`config.mk`:
```
export PLATFORM = sky130hd
export DESIGN_NAME = ocs_clock_select
export DESIGN_NICKNAME = d
export VERILOG_FILES = /design/src/hw/ocs_pkg.sv /design/src/hw/ocs_clock_select.sv
export VERILOG_INCLUDE_DIRS = /design/src /design/src/hw
export SDC_FILE = /design/constraint.sdc
export NUM_CORES = 1
export LEC_CHECK = 0
export BUFFER_PORTS_ARGS = -buffer_cell sky130_fd_sc_hd__buf_2
export CELL_PAD_IN_SITES_DETAIL_PLACEMENT = 1
export CELL_PAD_IN_SITES_GLOBAL_PLACEMENT = 2
export CORE_MARGIN = 5
export CORE_UTILIZATION = 27
export CTS_CLUSTER_SIZE = 16
export DETAILED_ROUTE_END_ITERATION = 16
export GPL_ROUTABILITY_DRIVEN = 1
export GPL_TIMING_DRIVEN = 0
export PLACE_DENSITY = 0.75
export RECOVER_POWER = 25
export REMOVE_ABC_BUFFERS = 1
export SLEW_MARGIN = 20
export SYNTH_ARGS = -nofsm -noshare
export SYNTH_HDL_FRONTEND = slang
export SYNTH_SLANG_ARGS = --single-unit
```
`constraint.sdc`:
```
create_clock -name SYS_CLK -period 1.85 [get_ports SYS_CLK]
set_input_delay 0.0925 -clock SYS_CLK [delete_from_list [all_inputs] [get_ports SYS_CLK]]
set_output_delay 0.0925 -clock SYS_CLK [all_outputs]
set_load 0.005 [all_outputs]
```
`src/hw/ocs_params.svh`:
```
// Constants of the oscillator clock select block: offsets, fields, resets.
// Assumes inclusion by bare name from the package and the design module.
`ifndef OCS_PARAMS_SVH
`define OCS_PARAMS_SVH
// Byte addresses of the registers on the AXI4-Lite slave.
`define OCS_ADDR_REF_CTRL   8'h00
`define OCS_ADDR_OSC_CTRL   8'h04
`define OCS_ADDR_IRQ_STAT   8'h08
`define OCS_ADDR_IRQ_CLR    8'h0C
`define OCS_ADDR_IRQ_EN     8'h10
// Field positions.
`define OCS_REF_OE_BIT      6
`define OCS_SEL_LSB         4
`define OCS_SEL_MSB         6
`define OCS_HF_READY_BIT    3
`define OCS_LF_READY_BIT    1
`define OCS_HF_STABLE_BIT   0
// Mask of the implemented status and event bits.
`define OCS_EVT_MASK        8'h0B
// Reset values and encodings.
`define OCS_SEL_RESET       3'h6
`define OCS_SEL_LF          3'h0
`define OCS_SEL_FULL        3'h7
`define OCS_DIV_ALL         6'h3F
`define OCS_RESP_OKAY       2'h0
`define OCS_RESP_SLVERR     2'h2
`endif

```
`src/hw/ocs_pkg.sv`:
```
// Types shared by the oscillator clock select block.
// Assumes the constants header sits beside it.
`include "ocs_params.svh"
package ocs_pkg;
	typedef logic [2:0] ocs_freq_sel_t;
	typedef logic [7:0] ocs_reg8_t;
	typedef logic [1:0] ocs_resp_t;
endpackage : ocs_pkg

```
`src/hw/ocs_clock_select.sv`:
```
// Oscillator clock select: source choice, divider, ready flags, reference out.
// Assumes oscillator ticks and pins are synchronous pulses/levels on SYS_CLK,
// except the three oscillator status levels, which are synchronised here.
//
// Local design decisions: the placing of the registers and register access over AXI4-Lite.
`timescale 1ns/100ps
`include "ocs_params.svh"

// Notes on behaviour
// Source bit zero runs the system clock from the internal oscillators.
// Source bit one takes the system clock from the external clock pin.
// In internal mode the external clock pin is released as general I/O.
// High choices divide the 16 MHz oscillator; 31 kHz gives the slowest.
// Select 111..001 give 16M down to 250k; 000 gives 31 kHz.
// Any reset loads the select field with 110, that is 8 MHz.
// Changing between high settings acts at once, with no start-up delay.
// High ready flag follows the fast, coarse secondary clock's ready.
// High stable flag stays zero until the accurate primary clock is stable.
// Low ready flag reports readiness of the 31 kHz oscillator.
// Output enable drives Fosc/4 on the reference pin, overriding direction.
// Unimplemented control register bits read as zero.
// Oscillator status levels are synchronised before software sees them.
module ocs_clock_select (
	input  wire logic        SYS_CLK,
	input  wire logic        SYS_RST,
	input  wire logic        CLK_SRC_CFG,
	input  wire logic        EXT_CLK_IN,
	input  wire logic        HF_OSC_TICK,
	input  wire logic        LF_OSC_TICK,
	input  wire logic        HF_SEC_READY,
	input  wire logic        HF_PRI_STABLE,
	input  wire logic        LF_READY,
	input  wire logic        PIN_DIR_IN,
	output logic             FOSC_TICK,
	output logic             EXT_PIN_GPIO_EN,
	output logic             EXT_PIN_GPIO_IN,
	output logic             REF_PIN_O,
	output logic             REF_PIN_OE_N,
	output logic             IRQ,
	input  wire logic        AWVALID,
	output logic             AWREADY,
	input  wire logic [7:0]  AWADDR,
	input  wire logic        WVALID,
	output logic             WREADY,
	input  wire logic [31:0] WDATA,
	input  wire logic [3:0]  WSTRB,
	output logic             BVALID,
	input  wire logic        BREADY,
	output logic [1:0]       BRESP,
	input  wire logic        ARVALID,
	output logic             ARREADY,
	input  wire logic [7:0]  ARADDR,
	output logic             RVALID,
	input  wire logic        RREADY,
	output logic [31:0]      RDATA,
	output logic [1:0]       RRESP
);

	////////////////////////////////////////////////////////////////////////
	ocs_pkg::ocs_freq_sel_t freq_sel;
	logic                   ref_oe;
	logic                   cfg_ext;
	logic [2:0]             sync1;
	logic [2:0]             sync2;
	logic [2:0]             sync3;
	logic                   hf_rdy;
	logic                   hf_stab;
	logic                   lf_rdy;
	logic                   ext_q;
	logic                   ext_rise;
	logic [5:0]             div_cnt;
	logic [5:0]             div_mask;
	logic                   next_tick;
	logic [1:0]             ref_cnt;
	ocs_pkg::ocs_reg8_t     irq_stat;
	ocs_pkg::ocs_reg8_t     irq_en;
	ocs_pkg::ocs_reg8_t     evt;
	ocs_pkg::ocs_reg8_t     clr;
	ocs_pkg::ocs_reg8_t     osc_rd;
	logic [7:0]             aw_addr;
	logic [7:0]             w_data;
	logic                   w_lane0;
	logic                   aw_held;
	logic                   w_held;
	logic                   do_write;

	// The source bit is sampled by the clock on every cycle after reset release.
	always_ff @(posedge SYS_CLK or posedge SYS_RST) begin
		if (SYS_RST) begin
			cfg_ext <= 1'b0;
		end else begin
			cfg_ext <= CLK_SRC_CFG;
		end
	end

	// Two flip-flops per status level; the third stage only feeds edge events.
	genvar gi;
	generate
		for (gi = 0; gi < 3; gi++) begin : g_sync
			always_ff @(posedge SYS_CLK or posedge SYS_RST) begin
				if (SYS_RST) begin
					sync1[gi] <= 1'b0;
					sync2[gi] <= 1'b0;
					sync3[gi] <= 1'b0;
				end else begin
					sync1[gi] <= (gi == 0) ? HF_PRI_STABLE :
						(gi == 1) ? LF_READY : HF_SEC_READY;
					sync2[gi] <= sync1[gi];
					sync3[gi] <= sync2[gi];
				end
			end
		end
	endgenerate
	assign hf_stab = sync2[0];
	assign lf_rdy  = sync2[1];
	assign hf_rdy  = sync2[2];

	////////////////////////////////////////////////////////////////////////
	// The divider runs freely, so a new select acts on the next tick.
	always_ff @(posedge SYS_CLK or posedge SYS_RST) begin
		if (SYS_RST) begin
			div_cnt <= 6'h00;
			ext_q   <= 1'b0;
		end else begin
			ext_q <= EXT_CLK_IN;
			if (HF_OSC_TICK) begin
				div_cnt <= div_cnt + 6'h01;
			end
		end
	end

	assign ext_rise = EXT_CLK_IN & ~ext_q;
	assign div_mask = `OCS_DIV_ALL >> (freq_sel - 3'h1);

	// Pick the system clock event: external edge, 31 kHz tick or divided tick.
	always_comb begin
		if (cfg_ext) begin
			next_tick = ext_rise;
		end else if (freq_sel == `OCS_SEL_LF) begin
			next_tick = LF_OSC_TICK;
		end else begin
			next_tick = HF_OSC_TICK && ((div_cnt & div_mask) == div_mask);
		end
	end

	// Reference output toggles every second system tick, giving Fosc/4.
	always_ff @(posedge SYS_CLK or posedge SYS_RST) begin
		if (SYS_RST) begin
			FOSC_TICK       <= 1'b0;
			ref_cnt         <= 2'h0;
			REF_PIN_O       <= 1'b0;
			EXT_PIN_GPIO_EN <= 1'b0;
			EXT_PIN_GPIO_IN <= 1'b0;
		end else begin
			FOSC_TICK       <= next_tick;
			EXT_PIN_GPIO_EN <= ~cfg_ext;
			EXT_PIN_GPIO_IN <= cfg_ext ? 1'b0 : EXT_CLK_IN;
			if (!ref_oe) begin
				ref_cnt <= 2'h0;
			end else if (next_tick) begin
				ref_cnt <= ref_cnt + 2'h1;
			end
			REF_PIN_O <= ref_oe & ref_cnt[1];
		end
	end

	// Enable overrides the direction control; otherwise direction rules.
	assign REF_PIN_OE_N = ref_oe ? 1'b0 : PIN_DIR_IN;

	////////////////////////////////////////////////////////////////////////
	// Write address and data are held separately and taken in either order.
	assign AWREADY  = ~aw_held & ~BVALID;
	assign WREADY   = ~w_held & ~BVALID;
	assign do_write = aw_held & w_held & ~BVALID;
	assign ARREADY  = ~RVALID;

	always_ff @(posedge SYS_CLK or posedge SYS_RST) begin
		if (SYS_RST) begin
			aw_held <= 1'b0;
			w_held  <= 1'b0;
			aw_addr <= 8'h00;
			w_data  <= 8'h00;
			w_lane0 <= 1'b0;
			BVALID  <= 1'b0;
			BRESP   <= `OCS_RESP_OKAY;
		end else begin
			if (AWVALID && AWREADY) begin
				aw_held <= 1'b1;
				aw_addr <= AWADDR;
			end
			if (WVALID && WREADY) begin
				w_held  <= 1'b1;
				w_data  <= WDATA[7:0];
				w_lane0 <= WSTRB[0];
			end
			if (do_write) begin
				aw_held <= 1'b0;
				w_held  <= 1'b0;
				BVALID  <= 1'b1;
				BRESP   <= (aw_addr > `OCS_ADDR_IRQ_EN || aw_addr[1:0] != 2'h0) ?
					`OCS_RESP_SLVERR : `OCS_RESP_OKAY;
			end else if (BREADY) begin
				BVALID <= 1'b0;
			end
		end
	end

	// Control fields; only byte lane zero carries implemented bits.
	always_ff @(posedge SYS_CLK or posedge SYS_RST) begin
		if (SYS_RST) begin
			freq_sel <= `OCS_SEL_RESET;
			ref_oe   <= 1'b0;
			irq_en   <= 8'h00;
		end else if (do_write && w_lane0) begin
			case (aw_addr)
				`OCS_ADDR_REF_CTRL: ref_oe <= w_data[`OCS_REF_OE_BIT];
				`OCS_ADDR_OSC_CTRL: freq_sel <= w_data[`OCS_SEL_MSB:`OCS_SEL_LSB];
				`OCS_ADDR_IRQ_EN:   irq_en <= w_data & `OCS_EVT_MASK;
				default:            ref_oe <= ref_oe;
			endcase
		end
	end

	////////////////////////////////////////////////////////////////////////
	// Rising status flags are events; a new event wins over a clear.
	assign evt = {4'h0, sync2[2] & ~sync3[2], 1'b0, sync2[1] & ~sync3[1],
		sync2[0] & ~sync3[0]};
	assign clr = (do_write && w_lane0 && aw_addr == `OCS_ADDR_IRQ_CLR) ? w_data : 8'h00;

	always_ff @(posedge SYS_CLK or posedge SYS_RST) begin
		if (SYS_RST) begin
			irq_stat <= 8'h00;
		end else begin
			irq_stat <= ((irq_stat & ~clr) | evt) & `OCS_EVT_MASK;
		end
	end

	assign IRQ = |(irq_stat & irq_en);

	// Reserved positions are held at zero in the read image.
	assign osc_rd = {1'b0, freq_sel, hf_rdy, 1'b0, lf_rdy, hf_stab};

	// One read at a time; data appear one cycle after the address is taken.
	always_ff @(posedge SYS_CLK or posedge SYS_RST) begin
		if (SYS_RST) begin
			RVALID <= 1'b0;
			RDATA  <= 32'h0000_0000;
			RRESP  <= `OCS_RESP_OKAY;
		end else if (ARVALID && ARREADY) begin
			RVALID <= 1'b1;
			RRESP  <= `OCS_RESP_OKAY;
			case (ARADDR)
				`OCS_ADDR_REF_CTRL: RDATA <= {25'h0, ref_oe, 6'h00};
				`OCS_ADDR_OSC_CTRL: RDATA <= {24'h0, osc_rd};
				`OCS_ADDR_IRQ_STAT: RDATA <= {24'h0, irq_stat};
				`OCS_ADDR_IRQ_EN:   RDATA <= {24'h0, irq_en};
				`OCS_ADDR_IRQ_CLR:  RDATA <= 32'h0000_0000;
				default: begin
					RDATA <= 32'h0000_0000;
					RRESP <= `OCS_RESP_SLVERR;
				end
			endcase
		end else if (RREADY) begin
			RVALID <= 1'b0;
		end
	end
endmodule : ocs_clock_select

```
==> impl_metrics.py, run 1 <==
metrics = {
    "status": {
        "status": "complete, but fails checks",
        "violations": "setup timing",
    },
    "yosys": {
        "synth_area_um2": 2840,
        "async_reset_ff_frac": 1.00,
        "synth_area_leaders": "dfrtp_1, buf_4, mux2_2",
        "synth_seq_area_share": 0.530,
        "yosysMostFrequentCell": "dfrtp_1",
        "synthFlopType": "dfrtp_1",
        "synth_area_leader_cell": "dfrtp_1",
        "synth_area_per_cell_um2": 11.8,
        "synth_cell_types": 47,
        "ys_ff_latch": 60,
        "synth_edf_count": 0,
        "synth_top_area_share": 0.511,
        "synth_warnings": 0,
        "synth.cells.most_frequent": "dfrtp_1, buf_4, mux2_2",
        "synth_cells": 240,
    },
    "timing": {
        "grt_setup_unrepaired": "true",
        "setup_tns_ps": -132,
        "tightest_slew_ps": 922,
        "period_share": 1.04,
        "period_needed_ps": 1930,
        "final_hold_viol_count": 0,
        "fmax_mhz": 518,
        "layout_setup_ws_ps": -81.6,
        "finalSetupViolations": 3,
        "final_max_slew_viol_count": 0,
        "maxSlewHeadroom": 0.382,
        "fin_skew_ps": 9.70,
    },
    "cells_and_area": {
        "nets": 405,
        "layout-drive-gt1-share": 0.355,
        "fillers": 1136,
        "fin_area_um2": 3800,
        "antenna_cells": 0,
        "area_delta_synth_final_pct": 33.8,
    },
    "critical_path": {
        "rr_startpoint": "freq_sel[1]",
        "cp-end-kind": "flip-flop",
        "path_class": "flip-flop to flip-flop",
        "start_kind": "flip-flop",
        "required_ps": 2070,
        "crit_start": "freq_sel[1]",
        "cp_max_fo": 4,
        "reg2regPathDepth": 8,
        "arrival_ps": 2150,
    },
    "placed_design": {
        "hpwl_um": 4620,
        "io_buffers": 56,
        "globalplace.congestion": 0.772,
        "placed_area_um2": 3190,
        "place_ws_ps": -194,
    },
    "clocking": {
        "tritoncts": "yes",
        "htree_num_levels": 3,
        "cts.clk_slew.worst_paths_ps": 70,
        "clock_latency_ps": 330,
        "clockBufferDepth": 2,
        "cts_made_buffers": 9,
        "root_buffer": "clkbuf_8",
        "numClockSinks": 60,
    },
    "run": {
        "maxCapViolations": 0,
    },
    "detailed_routing": {
        "route.detailed.drc": 0,
        "dr.pass1.iters": 4,
        "dr_total_vias": 2037,
        "vias_per_cell": 4.30,
        "totalWireLength_um": 6270,
        "ant_nets": 0,
        "wl_per_cell_um": 13.2,
        "drt_iter0_markers": 55,
    },
    "power_and_ir_drop": {
        "totalPowerFinal_mw": 4.41,
        "power_density_nw_per_um2": 1160,
        "p_leak_nw": 1.75,
        "vdd_drop_max_mv": 0.559,
    },
    "min_path": {
        "hold_path_depth": 2,
        "hold_path_class": "input pin to flip-flop",
        "hp-start": "WDATA[4]",
    },
    "floorplanning": {
        "die_y_um": 113,
        "dieArea_um2": 12700,
        "floorplan.initialDensity": 0.276,
        "pin_count": 114,
        "num_rows": 37,
        "core_um2": 10300,
        "chipWidth_um": 113,
    },
    "grt": {
        "grt_max_degree": 42,
        "grt.total_usage": 0.106,
        "grt_pass1_vias": 2214,
        "grt-ovfl-total": 0,
        "grt_pass1_wl_um": 10700,
        "grt_antenna_before_repair": 0,
    },
}
state kept, by name, summed over array words and instances (netlist names), 2 cells and up:
signal and count:
ref_cnt 2, div_cnt 6, aw_addr 8, sync3 3, w_data 6, irq_stat 3, RDATA 6, irq_en 3
freq_sel 3, sync1 3
report_power, final:
| part | switching (mW) | internal (mW) | leakage (nW) |
|---|---|---|---|
| Clock | 0.546 | 0.767 | 0.114 |
| Sequential | 0.328 | 1.65 | 0.726 |
| Combinational | 0.469 | 0.649 | 0.910 |
routing by layer:
| metal | global-route usage | share of wire | vias to the layer above |
|---|---|---|---|
| met5 | 0 | 0 | - |
| met4 | 0.0433 | 0.014 | 0 |
| met3 | 0.0388 | 0.060 | 5 |
| met2 | 0.183 | 0.51 | 57 |
| met1 | 0.119 | 0.42 | 1009 |
| li1 | - | - | 966 |
path summary, 6_finish.rpt:
path | endpoint | slack, ps
worst min register to register | hf_rdy | 340
max in group asynchronous | freq_sel[2] | 680
worst max-delay path | ref_cnt[1] | -80
min in group asynchronous | aw_addr[6] | 440
worst min-delay path | w_data[4] | 20
worst max register to register | ref_cnt[1] | -80
layout make-up:
type,instances,area [um2],share of cell area
repair buffers,86,578,0.152
flip-flops and latches,60,1500,0.396
clock buffers,9,124,0.0326
inverters,12,51.3,0.0135
clock inverters,7,100,0.0264
multi-input cells,164,1270,0.334
well taps,136,170,0.0448
cell usage in the layout (no fill, tap or decap), types with 4 or more instances in the layout:
| cell | n |
|---|---|
| clkbuf_8 | 9 |
| mux2_2 | 16 |
| inv_1 | 8 |
| nand3b_1 | 4 |
| mux2_4 | 4 |
| a22o_1 | 7 |
| nor2_1 | 6 |
| nand2b_1 | 7 |
| nand2_1 | 14 |
| dlygate4sd3_1 | 23 |
| o21ai_0 | 4 |
| o21ai_1 | 5 |
| nor2b_1 | 11 |
| buf_4 | 5 |
| conb_1 | 28 |
| a21oi_1 | 5 |
| buf_2 | 55 |
| dfrtp_1 | 58 |
metrics by stage:
step | hold slack, ps | utilization | std cells
floorplan | 124 | - | 236
global placement | 203 | 0.308 | 428
detailed placement | 57.7 | 0.310 | 429
CTS | 13.7 | 0.367 | 472
global route | 6.16 | 0.369 | 474
finish | 24.4 | 0.369 | 474
worst max-delay path, stage by stage (launching register included):
cell,delay [ps]
dfstp_2,560
inv_4,50
ha_4,150
inv_4,50
ha_4,140
nor2b_4,150
o22ai_4,100
or3_4,340
a311o_1,270
kinds of logic (layout without fill, tap and decap cells):
family,after synthesis,count (layout),share of synthesized area
AO/OA/AOI/OAI,34,34,0.0829
multiplexers,24,24,0.0988
buffers and inverters,43,114,0.0939
flip-flops,60,60,0.530
AND/OR/NAND/NOR,67,67,0.152
XOR/XNOR,5,5,0.0154
adder cells (fa/ha/maj),6,6,0.0256
other,1,28,0.00132
timing repair:
| action | CTS | global route |
|---|---|---|
| endpoints found under the hold margin | 43 | 0 |
| endpoints found under the setup margin | 7 | 6 |
| setup buffers | 4 | 2 |
| hold buffers | 23 | 0 |
| pin swaps | 8 | 3 |
| gates resized for setup | 19 | 4 |
(Power assumes the default switching activity.)
==> run 2: changes to the inputs <==
- CELL_PAD_IN_SITES_DETAIL_PLACEMENT: 1 -> 2
==> impl_metrics.py, run 2 (same netlist as run 1, synthesis figures left out) <==
metrics = {
    "floorplanning": {
        "die_y_um": 113,
        "dieArea_um2": 12700,
        "pin_count": 114,
        "core_um2": 10300,
        "chipWidth_um": 113,
        "num_rows": 37,
        "floorplan.initialDensity": 0.276,
    },
    "critical_path": {
        "cp_cell_sequence": "inv_2, ha_4, inv_2, ha_4, nor2b_4, o22ai_4, or3_4, a311o_1",
        "cpMaxStageDelayCell": "dfrtp_1",
        "crit_family": "simple AND/OR/NAND/NOR gates",
        "path_buf_inv": 2,
        "start_kind": "flip-flop",
        "reg2regPathDepth": 8,
        "cp-end-kind": "flip-flop",
        "path_class": "flip-flop to flip-flop",
        "required_ps": 2070,
        "cp_max_fo": 4,
        "crit_cells": 8,
        "crit_path_max_incr_delay_ps": 410,
        "arrival_ps": 2190,
    },
    "power_and_ir_drop": {
        "p_leak_nw": 1.72,
        "vdd_drop_max_mv": 0.493,
        "power_density_nw_per_um2": 1150,
    },
    "cells_and_area": {
        "mostFrequentLayoutCell": "dfrtp_1",
        "largest_reg_flops": 8,
        "mostFrequentLayoutCells": "dfrtp_1, buf_2, conb_1, dlygate4sd3_1, mux2_2",
        "layout-drive-gt1-share": 0.346,
        "fin_util": 0.363,
        "seq_area_um2": 1500,
        "antenna_cells": 0,
        "nets": 402,
        "layout.cells.non_filler": 471,
        "largest_register": "aw_addr",
        "multi_input_area_um2": 1270,
        "area_delta_synth_final_pct": 31.6,
        "fillers": 1110,
    },
    "detailed_routing": {
        "dr_total_vias": 2056,
        "wl_per_cell_um": 14.9,
        "met1_length_um": 2720,
        "met3WireLength_um": 351,
        "drt_iter0_markers": 51,
        "ant_nets": 0,
        "dr.pass1.iters": 4,
        "totalWireLength_um": 7000,
        "highest_layer": "met4",
        "vias_per_cell": 4.37,
        "wl_met2_um": 3850,
        "route.detailed.drc": 0,
    },
    "placed_design": {
        "dpl.cell_count": 429,
        "globalplace.congestion": 0.772,
        "io_buffers": 56,
        "hpwl_um": 5000,
    },
    "clocking": {
        "numClockSinks": 60,
        "clockBufferDepth": 2,
        "root_buffer": "clkbuf_8",
        "cts.clk_slew.worst_paths_ps": 70,
        "tritoncts": "yes",
        "cts_made_buffers": 9,
        "clock_latency_ps": 330,
        "htree_num_levels": 3,
    },
    "timing": {
        "maxSlewHeadroom": 0.356,
        "finalSetupViolations": 2,
        "period_share": 1.07,
        "grt_setup_unrepaired": "true",
        "final_max_slew_viol_count": 0,
        "period_needed_ps": 1980,
        "fmax_mhz": 506,
        "fin_skew_ps": 12.5,
        "layout_setup_ws_ps": -126,
        "final_hold_viol_count": 0,
        "tightest_slew_ps": 961,
    },
    "grt": {
        "grt-ovfl-total": 0,
        "grt_pass1_vias": 2300,
        "grt_pass1_wl_um": 11300,
        "grt_antenna_before_repair": 0,
        "grt.total_usage": 0.112,
        "grt_max_degree": 42,
    },
    "status": {
        "status": "complete, but fails checks",
        "violations": "setup timing",
    },
    "min_path": {
        "hold_path_class": "input pin to flip-flop",
        "hold_path_depth": 2,
    },
    "run": {
        "maxCapViolations": 0,
    },
}
## run 2: path summary, 6_finish.rpt
| check | start | to | slack, ps |
|---|---|---|---|
| max reg2reg | freq_sel[0] | ref_cnt[1] | -130 |
| min | WDATA[4] | w_data[4] | 30 |
| min reg2reg | sync1[0] | hf_stab | 350 |
| max | freq_sel[0] | ref_cnt[1] | -130 |
| max in group asynchronous | SYS_RST | freq_sel[2] | 650 |
| min in group asynchronous | SYS_RST | aw_addr[6] | 470 |
## run 2: timing repair
item                                    in CTS  in global routing
hold buffers                                20                  2
hold endpoints to repair                    38                  2
pin swaps                                    5                  3
endpoints found under the setup margin       7                 13
setup buffers                                3                  1
resized for setup                           11                 13
## run 2: power by group
group / internal [mW] / total [mW] / switching (mW)
combinational: 0.651 / 1.14 / 0.491
clock: 0.660 / 1.16 / 0.496
sequential: 1.65 / 1.98 / 0.334
total: 2.96 / 4.28 / 1.32
## run 2: worst register-to-register path, delay by kind of cell, from the launching register on
family | cells | cell delay [ps]
simple gates | 2 | 510
fa+ha+maj | 2 | 420
flops | 1 | 410
compound gates | 2 | 360
buf+inv | 2 | 160
## run 2: final cells by class
class                      count  share of cell area
timing repair buffer          83               0.148
clock buffer                  14              0.0409
sequential                    60               0.403
clock inverter                 2             0.00938
tap                          136              0.0456
multi-input combinational    164               0.340
inverter                      12              0.0131
## run 2: through the flow
| stage | setup TNS, ps | total power [mW] | hold WS (ps) | setup slack [ps] | cell area, um2 |
|---|---|---|---|---|---|
| 3_3_place_gp | -31550 | 2.86 | 203 | -541 | 3170 |
| 4_1_cts | -76.6 | 4.25 | 4.04 | -76.6 | 3650 |
| 5_1_grt | -394 | 4.59 | 14.7 | -187 | 3730 |
| 6_report | -231 | 4.28 | 34.5 | -126 | 3730 |
| 2_1_floorplan | -37.8 | 2.58 | 124 | -37.8 | 2720 |
| 3_5_place_dp | -598 | 2.95 | 70.6 | -209 | 3190 |
## run 2: per-layer routing
layer / up-vias / global-route usage
met4: 0 / 0.0457
met2: 57 / 0.207
met5: - / 0
met3: 5 / 0.0291
li1: 962 / -
met1: 1032 / 0.121
==> run 3: changes to the inputs <==
- CELL_PAD_IN_SITES_DETAIL_PLACEMENT: 2 -> 0
==> impl_metrics.py, run 3 (same netlist as run 1, synthesis figures left out) <==
metrics = {
    "grt": {
        "grt.total_usage": 0.0951,
        "grt_max_degree": 42,
        "grt_pass1_vias": 2022,
        "grt-ovfl-total": 0,
        "grt_antenna_before_repair": 0,
        "grt_pass1_wl_um": 9730,
    },
    "placed_design": {
        "hpwl_um": 4270,
        "dpl.cell_count": 429,
        "globalplace.congestion": 0.772,
        "io_buffers": 56,
    },
    "clocking": {
        "clock_latency_ps": 340,
        "clockBufferDepth": 2,
        "numClockSinks": 60,
        "root_buffer": "clkbuf_8",
        "htree_num_levels": 3,
        "cts_made_buffers": 9,
        "cts.clk_slew.worst_paths_ps": 70,
        "tritoncts": "yes",
    },
    "min_path": {
        "worstHoldEndpoint": "w_data[4]",
        "hold_path_class": "input pin to flip-flop",
        "hp-start": "WDATA[4]",
        "hold_path_depth": 2,
    },
    "critical_path": {
        "reg2regPathDepth": 8,
        "start_kind": "flip-flop",
        "rr_startpoint": "freq_sel[1]",
        "path_class": "flip-flop to flip-flop",
        "cp-end-kind": "flip-flop",
        "reg2reg_slack_ps": -50,
        "arrival_ps": 2120,
        "crit_start": "freq_sel[1]",
        "required_ps": 2070,
        "cp_max_fo": 4,
        "worst_r2r_endpoint": "ref_cnt[1]",
    },
    "power_and_ir_drop": {
        "p_leak_nw": 1.74,
        "vdd_drop_max_mv": 0.464,
        "power_density_nw_per_um2": 1160,
    },
    "floorplanning": {
        "floorplan.initialDensity": 0.276,
        "num_rows": 37,
        "dieArea_um2": 12700,
        "chipWidth_um": 113,
        "die_y_um": 113,
        "pin_count": 114,
        "core_um2": 10300,
    },
    "cells_and_area": {
        "mostFrequentLayoutCells": "dfrtp_1, buf_2, conb_1, dlygate4sd3_1, mux2_2",
        "area_delta_synth_final_pct": 33.3,
        "largest_register": "aw_addr",
        "layout.cells.non_filler": 472,
        "antenna_cells": 0,
        "mostFrequentLayoutCell": "dfrtp_1",
        "fin_util": 0.368,
        "nets": 403,
        "layout-drive-gt1-share": 0.354,
        "largest_reg_flops": 8,
        "fillers": 1048,
    },
    "detailed_routing": {
        "drt_iter0_markers": 29,
        "dr.pass1.iters": 4,
        "dr_total_vias": 2005,
        "route.detailed.drc": 0,
        "wl_per_cell_um": 12.2,
        "totalWireLength_um": 5770,
        "ant_nets": 0,
        "vias_per_cell": 4.25,
    },
    "timing": {
        "period_needed_ps": 1900,
        "maxSlewHeadroom": 0.384,
        "grt_setup_unrepaired": "true",
        "fin_skew_ps": 13.7,
        "fmax_mhz": 528,
        "final_max_slew_viol_count": 0,
        "tightest_slew_ps": 920,
        "layout_setup_ws_ps": -45.2,
        "final_hold_viol_count": 0,
        "period_share": 1.02,
        "finalSetupViolations": 1,
    },
    "run": {
        "maxCapViolations": 0,
    },
    "status": {
        "status": "complete, but fails checks",
        "violations": "setup timing",
    },
}
[run 3: power by group]
group          leakage [nW]  switching [mW]  internal, mW
Combinational         0.902           0.438         0.635
Sequential            0.726           0.322          1.65
Clock                 0.113           0.502         0.830
Total                  1.74            1.26          3.12
[run 3: repair_timing]
| action | CTS | global route |
|---|---|---|
| setup endpoints to repair | 6 | 14 |
| cloned | 0 | 0 |
| hold endpoints to repair | 60 | 0 |
| gates resized for setup | 14 | 9 |
| hold buffers | 23 | 0 |
| pin swaps | 3 | 2 |
| setup buffers | 4 | 0 |
[run 3: critical path: stages, from the launching register on]
cell and delay [ps]:
dfstp_2 560, inv_4 50, ha_4 150, inv_2 50, ha_4 130, nor2b_4 150
o22ai_4 90, or3_4 340, a311o_1 270
[run 3: how the worst max path moves through the flow]
stage | endpoint | slack, ps | depth (start not counted)
floorplan | ref_cnt[1] | -40 | 8
global placement | EXT_PIN_GPIO_IN | -540 | 2
detailed placement | ref_cnt[1] | -190 | 8
CTS | ref_cnt[1] | -40 | 8
global route | ref_cnt[1] | -130 | 8
finish | ref_cnt[1] | -50 | 8
[run 3: stage by stage]
stage	instance area [um2]	setup TNS (ps)	setup WS, ps	power [mW]	hold WS [ps]
after floorplan	2720	-37.8	-37.8	2.58	124
after global placement	3170	-31550	-541	2.86	203
after detailed placement	3190	-528	-193	2.90	56.5
after CTS	3740	-42.9	-42.9	4.40	4.40
after global routing	3780	-296	-135	4.69	4.71
final	3780	-45.2	-45.2	4.38	16.4
[run 3: final cells by class]
type	count	area (um2)	share of cell area
sequential	60	1500	0.397
multi-input combinational	164	1270	0.336
timing repair buffer	84	563	0.149
clock buffer	12	155	0.0410
clock inverter	4	72.6	0.0192
tap	136	170	0.0450
inverter	12	48.8	0.0129
[run 3: routing by layer]
| metal | vias up | GRT usage | part of all wire |
|---|---|---|---|
| li1 | 969 | - | - |
| met1 | 970 | 0.110 | 0.43 |
| met2 | 58 | 0.157 | 0.48 |
| met3 | 8 | 0.0388 | 0.071 |
| met4 | 0 | 0.0385 | 0.017 |
| met5 | - | 0 | 0 |
